### config.mk
export PLATFORM = sky130hd
export DESIGN_NAME = sleep_wake_controller
export DESIGN_NICKNAME = d
export VERILOG_FILES = /design/src/logic/sleep_wake_controller.v
export VERILOG_INCLUDE_DIRS = /design/src /design/src/logic
export SDC_FILE = /design/constraint.sdc
export NUM_CORES = 1
export LEC_CHECK = 0
export BUFFER_PORTS_ARGS = -buffer_cell sky130_fd_sc_hd__buf_2
export CORE_UTILIZATION = 59
export DETAILED_ROUTE_END_ITERATION = 6
export HOLD_SLACK_MARGIN = 0.02
export MAX_ROUTING_LAYER = met4
export PLACE_DENSITY = 0.83
export SYNTH_ARGS = -nofsm -noshare
export SYNTH_HDL_FRONTEND = slang
export SYNTH_SLANG_ARGS = --single-unit
### constraint.sdc
create_clock -name SYS_CLK_I -period 12.2 [get_ports SYS_CLK_I]
set_input_delay 0.61 -clock SYS_CLK_I [delete_from_list [all_inputs] [get_ports SYS_CLK_I]]
set_output_delay 0.61 -clock SYS_CLK_I [all_outputs]
set_load 0.05 [all_outputs]
### src/logic/sleep_wake_defines.vh
// constants for the sleep and wake controller: register offsets, field positions,
// reset values and timing counts; included by logic/sleep_wake_controller.v
`ifndef SLEEP_WAKE_DEFINES_VH
`define SLEEP_WAKE_DEFINES_VH

// register offsets on the plain register port
`define SW_OFF_INTCTL     4'h0
`define SW_OFF_OPTION     4'h1
`define SW_OFF_PERIPHERAL_IRQ_ENABLE_ONE       4'h2
`define SW_OFF_PERIPHERAL_IRQ_ENABLE_TWO       4'h3
`define SW_OFF_PERIPHERAL_IRQ_FLAGS_ONE       4'h4
`define SW_OFF_PERIPHERAL_IRQ_FLAGS_TWO       4'h5
`define SW_OFF_PCA        4'h6
`define SW_OFF_PCB        4'h7
`define SW_OFF_STATUS     4'h8
`define SW_OFF_CTRL       4'h9
`define SW_OFF_STATE      4'hA

// interrupt_control fields
`define SW_IC_GIE         7
`define SW_IC_PERIPHERAL_IRQ_ENABLE        6
`define SW_IC_TMR0E       5
`define SW_IC_EXTE        4
`define SW_IC_PCE         3
`define SW_IC_TMR0F       2
`define SW_IC_EXTF        1
`define SW_IC_PCF         0

// implemented-bit masks (others read zero)
`define SW_PERIPHERAL_IRQ_ENABLE_ONE_MASK      8'h3F
`define SW_PERIPHERAL_IRQ_FLAGS_ONE_MASK      8'h33
`define SW_PERIPHERAL_IRQ_ENABLE_TWO_MASK      8'hDF
`define SW_PERIPHERAL_IRQ_FLAGS_TWO_MASK      8'hDF
`define SW_PCA_MASK       8'hEF
`define SW_PCB_MASK       8'hF3

// flag positions
`define SW_PERIPHERAL_IRQ_FLAGS_TWO_UVLO      0
`define SW_ST_TO          4
`define SW_ST_PD          3

// option_settings fields
`define SW_OPT_EDGE       6
`define SW_OPT_REF        0

// writable bits of the control register
`define SW_CTRL_MASK      8'h0F

// control register fields
`define SW_CT_RISE        0
`define SW_CT_FALL        1
`define SW_CT_WDTE        2
`define SW_CT_RSTE        3

// reset values
`define SW_STATUS_RST     8'h18
`define SW_OPTION_RST     8'hFF
`define SW_ZERO8          8'h00
`define SW_CTRL_RST       8'h0E

// timing: wake delay in ns and its cycle count at 8 ns period (rounded up)
`define SW_WAKE_DELAY_NS  10000
`define SW_CLK_PERIOD_NS  8
`define SW_WAKE_CYC       ((`SW_WAKE_DELAY_NS + `SW_CLK_PERIOD_NS - 1) / `SW_CLK_PERIOD_NS)

`endif

### src/logic/sleep_wake_controller.v
// sleep entry and wake-up control with interrupt flag and enable registers
// assumes a core on SYS_CLK_I that pulses SLEEP_EXEC_I and honours CPU_RUN_O
//
// Function
// - undervolt flag sets on selected edge directions
// - interrupt entry pushes only return address
// - sleep clears watchdog; watchdog runs in sleep
// - sleep clears power-down, sets time-out flag
// - processor clock stopped while asleep
// - pins hold their drive state in sleep
// - sleep removes analog supply; converter unusable unless option reference bit set
// - analog enable settings survive sleep unchanged
// - only time-out, power-down flags touched; POR wakes
// - reset pin, POR reset; others continue
// - pin-change and external pin wake device
// - sleep prefetches instruction at address plus one
// - wake needs own enable, not global enable
// - run prefetched instruction, then vector if enabled
// - watchdog cleared on every wake-up
// - pending enabled flag makes sleep a no-op
// - late interrupt: finish sleep, wake at once
// - unimplemented interrupt bits read zero
// - flags set regardless of enables
// - watchdog time-out in sleep wakes, no reset
// - about ten microseconds delay before execution
`timescale 1ns/100ps
`default_nettype none
`include "sleep_wake_defines.vh"

module sleep_wake_controller (
  input  wire        SYS_CLK_I,      // system clock
  input  wire        RESET_I,        // async reset, active high
  input  wire [3:0]  REG_ADDR_I,     // register address
  input  wire [7:0]  REG_WDATA_I,    // write data
  input  wire        REG_WR_I,       // write strobe
  input  wire        REG_RD_I,       // read strobe
  output reg  [7:0]  REG_RDATA_O,    // read data, cycle after strobe
  input  wire        SLEEP_EXEC_I,   // core executes sleep, one pulse
  input  wire [12:0] SLEEP_PC_I,     // address of the sleep instruction
  input  wire        POR_EVENT_I,    // power-on reset event pin
  input  wire        EXT_RESET_PIN_I,// external reset pin, active high
  input  wire        WDT_TIMEOUT_I,  // watchdog time-out pulse
  input  wire        UNDERVOLT_I,    // input undervoltage level
  input  wire        EXT_IRQ_PIN_I,  // external interrupt pin level
  input  wire [7:0]  PIN_CHANGE_I,   // port pin levels for change detect
  input  wire [7:0]  PERIPH1_EV_I,   // peripheral group one event pulses
  input  wire [7:1]  PERIPH2_EV_I,   // peripheral group two event pulses
  input  wire        TMR0_EV_I,      // timer0 overflow pulse
  input  wire        IRQ_ENTRY_I,    // core takes the interrupt vector
  input  wire [12:0] CORE_PC_I,      // return address at interrupt entry
  input  wire [7:0]  PIN_OE_I,       // core pin drive enables
  input  wire [7:0]  PIN_OUT_I,      // core pin output levels
  input  wire [3:0]  ANALOG_EN_I,    // analog enables set by core
  output reg         CPU_RUN_O,      // processor clock enable
  output wire        ASLEEP_O,       // asleep indication
  output wire        ANALOG_SUPPLY_O,// analog supply on
  output wire [3:0]  ANALOG_EN_O,    // analog enables applied
  output wire        CONV_USABLE_O,  // converter usable
  output reg  [7:0]  PIN_OE_O,       // held pin drive enables
  output reg  [7:0]  PIN_OUT_O,      // held pin levels
  output reg         WDT_CLEAR_O,    // watchdog and prescaler clear pulse
  output wire        WDT_ENABLE_O,   // watchdog runs
  output wire        WDT_RESET_O,    // watchdog reset request pulse
  output reg         DEVICE_RESET_O, // device reset request pulse
  output reg  [12:0] PREFETCH_PC_O,  // prefetch address
  output reg         PREFETCH_O,     // prefetch strobe
  output reg         VECTOR_O,       // vector to interrupt routine pulse
  output reg         STACK_PUSH_O,   // push return address pulse
  output reg  [12:0] STACK_DATA_O    // return address pushed
);

  localparam [1:0] ST_RUN   = 2'h0;  // executing
  localparam [1:0] ST_SLEEP = 2'h1;  // clock stopped
  localparam [1:0] ST_WAIT  = 2'h2;  // wake delay
  localparam [1:0] ST_EXEC  = 2'h3;  // prefetched instruction

  reg [7:0]  intctl_q;     // interrupt_control
  reg [7:0]  option_q;     // option_settings
  reg [7:0]  peripheral_irq_enable_one_q;       // peripheral_irq_enable_one
  reg [7:0]  peripheral_irq_enable_two_q;       // peripheral_irq_enable_two
  reg [7:0]  peripheral_irq_flags_one_q;       // peripheral_irq_flags_one
  reg [7:0]  peripheral_irq_flags_two_q;       // peripheral_irq_flags_two
  reg [7:0]  pca_q;        // pin_change_enable_port_a
  reg [7:0]  pcb_q;        // pin_change_enable_port_b
  reg [7:0]  status_q;     // cpu_status
  reg [7:0]  ctrl_q;       // edge selects, watchdog and pin enables
  reg [1:0]  state_q;      // sleep state
  reg [13:0] delay_q;      // wake delay counter
  reg        vec_pend_q;   // vector after prefetched instruction
  reg [3:0]  analog_q;     // analog enables, kept across sleep

  // synchronisers for pin inputs
  reg [14:0] s1_q;         // first stage
  reg [14:0] s2_q;         // second stage
  reg [14:0] s3_q;         // previous sample for edges
  wire [14:0] raw = {EXT_RESET_PIN_I, POR_EVENT_I, EXT_IRQ_PIN_I, UNDERVOLT_I,
                     PIN_CHANGE_I, 3'h0};

  always @(posedge SYS_CLK_I or posedge RESET_I) begin
    if (RESET_I) begin
      s1_q <= 15'h0000;
      s2_q <= 15'h0000;
      s3_q <= 15'h0000;
    end else begin
      s1_q <= raw;
      s2_q <= s1_q;
      s3_q <= s2_q;
    end
  end

  wire       uv_now  = s2_q[11];  // undervoltage level
  wire       uv_prev = s3_q[11];
  wire       ext_now = s2_q[12];
  wire       ext_prev= s3_q[12];
  wire       por_sync= s2_q[13];
  wire       rst_pin = s2_q[14];
  wire [7:0] pc_chg  = (s2_q[10:3] ^ s3_q[10:3]) & (pca_q | pcb_q);

  // edge events
  wire uv_ev  = (ctrl_q[`SW_CT_RISE] & uv_now & ~uv_prev) |
                (ctrl_q[`SW_CT_FALL] & ~uv_now & uv_prev);
  wire ext_ev = option_q[`SW_OPT_EDGE] ? (ext_now & ~ext_prev) : (~ext_now & ext_prev);
  wire pc_ev  = |pc_chg;

  // wake request: flag and individual enable, global enable ignored
  wire periph_pend = |(peripheral_irq_flags_one_q & peripheral_irq_enable_one_q) | |(peripheral_irq_flags_two_q & peripheral_irq_enable_two_q);
  wire wake_req = (intctl_q[`SW_IC_EXTE] & intctl_q[`SW_IC_EXTF]) |
                  (intctl_q[`SW_IC_PCE] & intctl_q[`SW_IC_PCF]) |
                  (intctl_q[`SW_IC_TMR0E] & intctl_q[`SW_IC_TMR0F]) |
                  (intctl_q[`SW_IC_PERIPHERAL_IRQ_ENABLE] & periph_pend);

  wire asleep    = (state_q == ST_SLEEP);
  wire wr        = REG_WR_I;
  wire sleep_go  = SLEEP_EXEC_I & (state_q == ST_RUN) & ~wake_req;
  wire wdt_wake  = asleep & WDT_TIMEOUT_I & ctrl_q[`SW_CT_WDTE];
  wire rst_wake  = (rst_pin & ctrl_q[`SW_CT_RSTE]) | por_sync;

  assign ASLEEP_O        = asleep;
  assign ANALOG_SUPPLY_O = ~asleep;
  assign ANALOG_EN_O     = analog_q;
  assign CONV_USABLE_O   = ~asleep | option_q[`SW_OPT_REF];
  assign WDT_ENABLE_O    = ctrl_q[`SW_CT_WDTE];
  assign WDT_RESET_O     = WDT_TIMEOUT_I & ctrl_q[`SW_CT_WDTE] & ~asleep;

  // sleep state machine
  always @(posedge SYS_CLK_I or posedge RESET_I) begin
    if (RESET_I) begin
      state_q        <= ST_WAIT;
      delay_q        <= 14'h0000;
      CPU_RUN_O      <= 1'b0;
      WDT_CLEAR_O    <= 1'b0;
      DEVICE_RESET_O <= 1'b0;
      PREFETCH_O     <= 1'b0;
      PREFETCH_PC_O  <= 13'h0000;
      VECTOR_O       <= 1'b0;
      vec_pend_q     <= 1'b0;
    end else begin
      WDT_CLEAR_O    <= 1'b0;
      DEVICE_RESET_O <= 1'b0;
      PREFETCH_O     <= 1'b0;
      VECTOR_O       <= 1'b0;
      case (state_q)
        ST_RUN: begin
          CPU_RUN_O <= 1'b1;
          if (sleep_go) begin
            state_q       <= ST_SLEEP;
            CPU_RUN_O     <= 1'b0;
            WDT_CLEAR_O   <= 1'b1;
            PREFETCH_O    <= 1'b1;
            PREFETCH_PC_O <= SLEEP_PC_I + 13'h0001;
          end
        end
        ST_SLEEP: begin
          if (rst_wake) begin
            DEVICE_RESET_O <= 1'b1;
            WDT_CLEAR_O    <= 1'b1;
            state_q        <= ST_WAIT;
            delay_q        <= 14'h0000;
            vec_pend_q     <= 1'b0;
          end else if (wake_req | wdt_wake) begin
            WDT_CLEAR_O <= 1'b1;
            state_q     <= ST_WAIT;
            delay_q     <= 14'h0000;
            vec_pend_q  <= wake_req & intctl_q[`SW_IC_GIE];
          end
        end
        ST_WAIT: begin
          CPU_RUN_O <= 1'b0;
          if (delay_q == (`SW_WAKE_CYC - 1)) begin
            state_q   <= ST_EXEC;
            CPU_RUN_O <= 1'b1;
          end else begin
            delay_q <= delay_q + 14'h0001;
          end
        end
        ST_EXEC: begin
          // prefetched instruction runs this cycle, then vector
          VECTOR_O   <= vec_pend_q;
          vec_pend_q <= 1'b0;
          state_q    <= ST_RUN;
        end
        default: state_q <= ST_RUN;
      endcase
    end
  end

  // pin hold and analog enables: frozen while asleep
  always @(posedge SYS_CLK_I or posedge RESET_I) begin
    if (RESET_I) begin
      PIN_OE_O  <= 8'h00;
      PIN_OUT_O <= 8'h00;
      analog_q  <= 4'h0;
    end else if (!asleep && !sleep_go) begin
      PIN_OE_O  <= PIN_OE_I;
      PIN_OUT_O <= PIN_OUT_I;
      analog_q  <= ANALOG_EN_I;
    end
  end

  // interrupt entry: only the return address goes on the stack
  always @(posedge SYS_CLK_I or posedge RESET_I) begin
    if (RESET_I) begin
      STACK_PUSH_O <= 1'b0;
      STACK_DATA_O <= 13'h0000;
    end else begin
      STACK_PUSH_O <= IRQ_ENTRY_I;
      if (IRQ_ENTRY_I)
        STACK_DATA_O <= CORE_PC_I;
    end
  end

  // registers: writes, with hardware set winning over software clear
  always @(posedge SYS_CLK_I or posedge RESET_I) begin
    if (RESET_I) begin
      intctl_q <= `SW_ZERO8;
      option_q <= `SW_OPTION_RST;
      peripheral_irq_enable_one_q   <= `SW_ZERO8;
      peripheral_irq_enable_two_q   <= `SW_ZERO8;
      peripheral_irq_flags_one_q   <= `SW_ZERO8;
      peripheral_irq_flags_two_q   <= `SW_ZERO8;
      pca_q    <= `SW_ZERO8;
      pcb_q    <= `SW_ZERO8;
      status_q <= `SW_STATUS_RST;
      ctrl_q   <= `SW_CTRL_RST;
    end else begin
      if (wr && REG_ADDR_I == `SW_OFF_INTCTL)   intctl_q <= REG_WDATA_I;
      if (wr && REG_ADDR_I == `SW_OFF_OPTION)   option_q <= REG_WDATA_I;
      if (wr && REG_ADDR_I == `SW_OFF_PERIPHERAL_IRQ_ENABLE_ONE)     peripheral_irq_enable_one_q <= REG_WDATA_I & `SW_PERIPHERAL_IRQ_ENABLE_ONE_MASK;
      if (wr && REG_ADDR_I == `SW_OFF_PERIPHERAL_IRQ_ENABLE_TWO)     peripheral_irq_enable_two_q <= REG_WDATA_I & `SW_PERIPHERAL_IRQ_ENABLE_TWO_MASK;
      if (wr && REG_ADDR_I == `SW_OFF_PCA)      pca_q  <= REG_WDATA_I & `SW_PCA_MASK;
      if (wr && REG_ADDR_I == `SW_OFF_PCB)      pcb_q  <= REG_WDATA_I & `SW_PCB_MASK;
      if (wr && REG_ADDR_I == `SW_OFF_CTRL)     ctrl_q <= REG_WDATA_I & `SW_CTRL_MASK;
      // flags: write first, then events set on top
      peripheral_irq_flags_one_q <= ((wr && REG_ADDR_I == `SW_OFF_PERIPHERAL_IRQ_FLAGS_ONE) ? REG_WDATA_I : peripheral_irq_flags_one_q)
                & `SW_PERIPHERAL_IRQ_FLAGS_ONE_MASK | (PERIPH1_EV_I & `SW_PERIPHERAL_IRQ_FLAGS_ONE_MASK);
      peripheral_irq_flags_two_q <= ((wr && REG_ADDR_I == `SW_OFF_PERIPHERAL_IRQ_FLAGS_TWO) ? REG_WDATA_I : peripheral_irq_flags_two_q)
                & `SW_PERIPHERAL_IRQ_FLAGS_TWO_MASK | ({PERIPH2_EV_I, uv_ev} & `SW_PERIPHERAL_IRQ_FLAGS_TWO_MASK);
      intctl_q[`SW_IC_EXTF]  <= ((wr && REG_ADDR_I == `SW_OFF_INTCTL) ?
                                 REG_WDATA_I[`SW_IC_EXTF] : intctl_q[`SW_IC_EXTF]) | ext_ev;
      intctl_q[`SW_IC_PCF]   <= ((wr && REG_ADDR_I == `SW_OFF_INTCTL) ?
                                 REG_WDATA_I[`SW_IC_PCF] : intctl_q[`SW_IC_PCF]) | pc_ev;
      intctl_q[`SW_IC_TMR0F] <= ((wr && REG_ADDR_I == `SW_OFF_INTCTL) ?
                                 REG_WDATA_I[`SW_IC_TMR0F] : intctl_q[`SW_IC_TMR0F]) | TMR0_EV_I;
      // status: bits 7:5 and 2:0 writable, power flags by hardware
      if (wr && REG_ADDR_I == `SW_OFF_STATUS) begin
        status_q[7:5] <= REG_WDATA_I[7:5];
        status_q[2:0] <= REG_WDATA_I[2:0];
      end
      if (sleep_go) begin
        status_q[`SW_ST_PD] <= 1'b0;
        status_q[`SW_ST_TO] <= 1'b1;
      end else if (WDT_TIMEOUT_I && ctrl_q[`SW_CT_WDTE]) begin
        status_q[`SW_ST_TO] <= 1'b0;
      end
    end
  end

  // read data, one cycle after the strobe; unmapped reads zero
  always @(posedge SYS_CLK_I or posedge RESET_I) begin
    if (RESET_I) begin
      REG_RDATA_O <= 8'h00;
    end else if (REG_RD_I) begin
      case (REG_ADDR_I)
        `SW_OFF_INTCTL: REG_RDATA_O <= intctl_q;
        `SW_OFF_OPTION: REG_RDATA_O <= option_q;
        `SW_OFF_PERIPHERAL_IRQ_ENABLE_ONE:   REG_RDATA_O <= peripheral_irq_enable_one_q;
        `SW_OFF_PERIPHERAL_IRQ_ENABLE_TWO:   REG_RDATA_O <= peripheral_irq_enable_two_q;
        `SW_OFF_PERIPHERAL_IRQ_FLAGS_ONE:   REG_RDATA_O <= peripheral_irq_flags_one_q;
        `SW_OFF_PERIPHERAL_IRQ_FLAGS_TWO:   REG_RDATA_O <= peripheral_irq_flags_two_q;
        `SW_OFF_PCA:    REG_RDATA_O <= pca_q;
        `SW_OFF_PCB:    REG_RDATA_O <= pcb_q;
        `SW_OFF_STATUS: REG_RDATA_O <= status_q;
        `SW_OFF_CTRL:   REG_RDATA_O <= ctrl_q;
        `SW_OFF_STATE:  REG_RDATA_O <= {5'h00, wake_req, state_q};
        default:        REG_RDATA_O <= 8'h00;
      endcase
    end else begin
      REG_RDATA_O <= 8'h00;
    end
  end

endmodule // sleep_wake_controller
`default_nettype wire

==> results.toml <==
[outcome]
status = "completed"

[drt]
wl_per_cell_um = 19.53
drc = 0
drtAntennaViolNets = 0
via_count = 5772
finalWirelength_um = 18610
drt_iter0_drc = 542
firstDrtPassIters = 7
routed_via_density = 6.057

[worst_setup_path]
cp_max_fo = 21
critPathSlowestCell = "nor2_1"
path_buf_inv = 2
arrival_ns = 3.13
cp-end-kind = "flip-flop"
crit_chain = "buf_2, inv_1, nor2_1, nand2_1, nor2_1, nor2b_1, a211o_1"
critical-path-top-delay-family = "simple AND/OR/NAND/NOR gates"
worst_path_most_repeated_cell = "nor2_1"
critPathMaxStageDelay_ns = 0.80
critPathKind = "primary input to flip-flop"
start_kind = "primary input"
required_ns = 12.51

[sta]
setup_viol_count_final = 0
period_needed_ns = 2.817
fin_setup_tns_ns = 0
timing.fmax_ghz = 0.3549
maxSlewViolCount = 0
rsz0062_at_grt = "false"
worst_pin_slew_ns = 1.319
worst_slack_ns = 9.383
finalHoldViolCount = 0
period_share = 0.2309
relSlewSlack = 0.1116
fin_skew_ns = 0.01623

[clocking]
path_clk_slew_ns = 0.06
cts_resized = 0
clockBufferDepth = 2
cts_made_buffers = 17
postCtsSetupBuffers = 0
cts_tree = "built"
cts_root_buf = "clkbuf_16"
postCtsHoldBufs = 0
clock-sinks = 176
h-tree-depth = 4
insertion_delay_ns = 0.43

[power]
power.density_mw_per_mm2 = 221.0
worst_ir_drop_vdd_mv = 0.1265
p_leak_uw = 0.004252

[synthesis]
synth_seq_cells = 176
synth_flop_cell = "dfrtp_1"
syn-cell-area_mm2 = 0.007670
synth_top_cell_area_share = 0.5285
synth_edf_count = 0
synthCells = 624
synth_cell_types = 58
yosys.area.top_type = "dfrtp_1"
ys_async_sr_fraction = 1.000
synthTopCellsByArea = "dfrtp_1, mux2_2, dfstp_2"
syn_area_per_cell_um2 = 12.29
ys_warn_count = 0
seq_area_frac_synth = 0.5765
synth_nets = 724

[global_route]
grt_use_total = 0.2983
grt_max_degree = 109
grt_pass1_wl_um = 29170
grt_overflow = 0
antenna_found_initial = 0
grt_pass1_vias = 5665

[final_layout]
final_util = 0.7225
layout_commonest_cell = "dfrtp_1"
antennaDiodeCount = 0
layout_common_cells = "dfrtp_1, buf_2, mux2_2"
layout-drive-gt1-share = 0.3777
num-nets-final = 868
areaGrowthSynthToFinish_pct = 19.36

[job]
cap_violations = 0

[floorplanning]
dieWidth_um = 116.0
die_area_mm2 = 0.01346
initial_core_util = 0.6053
io_pins = 158
row_count = 41
fp.coreArea_mm2 = 0.01267
fp.dieH_um = 116.0

[min_path]
hold_class = "primary input to flip-flop"

[place]
place.gp.congestion = 0.9338
pre_cts_ws_ns = 9.025
portBuffers = 152
place.detailed.hpwl_um = 12950
## through the flow
step	hold slack (ns)	std cells	cell area (µm²)	power, µW
5_1_grt	0.2686	953	9155	2108
3_5_place_dp	0.3363	921	8531	1458
6_report	0.2779	953	9155	2023
3_3_place_gp	0.3341	921	8531	1429
2_1_floorplan	0.3312	624	7670	1299
4_1_cts	0.2701	953	9155	2028
## where the power goes
group / total [µW] / leakage (µW) / internal [µW] / switching, µW
logic: 662 / 0.00186 / 212 / 450
registers: 795 / 0.00209 / 712 / 83.0
clock network: 565 / 0.000300 / 340 / 225
total: 2020 / 0.00425 / 1260 / 759
## worst paths after layout
kind | endpoint | depth (start not counted) | start | slack, ns
hold / removal | s1_q[3]$_DFF_PP0_ | 1 | PIN_CHANGE_I[0] | 0.28
min in group asynchronous | peripheral_irq_flags_two_q[1]$_DFF_PP0_ | 2 | RESET_I | 0.37
setup / recovery | peripheral_irq_flags_two_q[7]$_DFF_PP0_ | 7 | REG_ADDR_I[2] | 9.38
setup reg to reg | PIN_OUT_O[7]$_DFFE_PP0P_ | 5 | intctl_q[1]$_DFF_PP0_ | 9.41
max in group asynchronous | peripheral_irq_enable_one_q[3]$_DFFE_PP0P_ | 3 | RESET_I | 10.44
hold reg to reg | s2_q[5]$_DFF_PP0_ | 0 | s1_q[5]$_DFF_PP0_ | 0.35
## sequential cells by signal, summed over array words and instances, names as in the netlist, 6 cells and up
| name | cells |
|---|---|
| delay_q | 14 |
| PREFETCH_PC_O | 13 |
| STACK_DATA_O | 13 |
| s1_q | 12 |
| s2_q | 12 |
| s3_q | 10 |
| PIN_OE_O | 8 |
| PIN_OUT_O | 8 |
| REG_RDATA_O | 8 |
| intctl_q | 8 |
| option_q | 8 |
| status_q | 8 |
| pca_q | 7 |
| peripheral_irq_enable_two_q | 7 |
| peripheral_irq_flags_two_q | 7 |
| pcb_q | 6 |
| peripheral_irq_enable_one_q | 6 |
## cell usage after synthesis (all sizes together), types with 4 or more instances
library cell    n
dfrtp         162
mux2           89
nand2          51
o21ai          37
nor2           33
nand3          23
clkbuf         17
a21oi          15
and3           14
dfstp          14
o31ai          14
xor2           14
inv            13
nor2b          12
a211o          11
buf            11
a221oi          8
ha              7
mux2i           7
a22oi           6
and2            6
a31oi           5
nand4           5
nand2b          4
nor3            4
o211ai          4
xnor2           4
## logic make-up after synthesis
kind of cell / synth area share
AND/OR/NAND/NOR: 0.1038
flip-flops: 0.5765
adder cells (fa/ha/maj): 0.01142
buffers and inverters: 0.02349
XOR/XNOR: 0.02055
multiplexers: 0.1555
AO/OA/AOI/OAI: 0.1088
## metal layers
layer / wire, µm / GRT usage / vias up
met5: 0 / - / -
met4: 399 / 0.1145 / 0
met3: 1386 / 0.06485 / 43
met2: 9206 / 0.4825 / 319
met1: 7619 / 0.3678 / 2856
li1: - / - / 2554
## cell type report
cell class                 instances  area (µm²)
inverter                          14       57.56
timing repair buffer             153       768.2
multi-input combinational        406        3068
clock buffer                      21       470.5
sequential                       176        4422
clock inverter                    11       153.9
tap                              172       215.2
fill                             896        3516
Power figures use the tool's default switching activity.
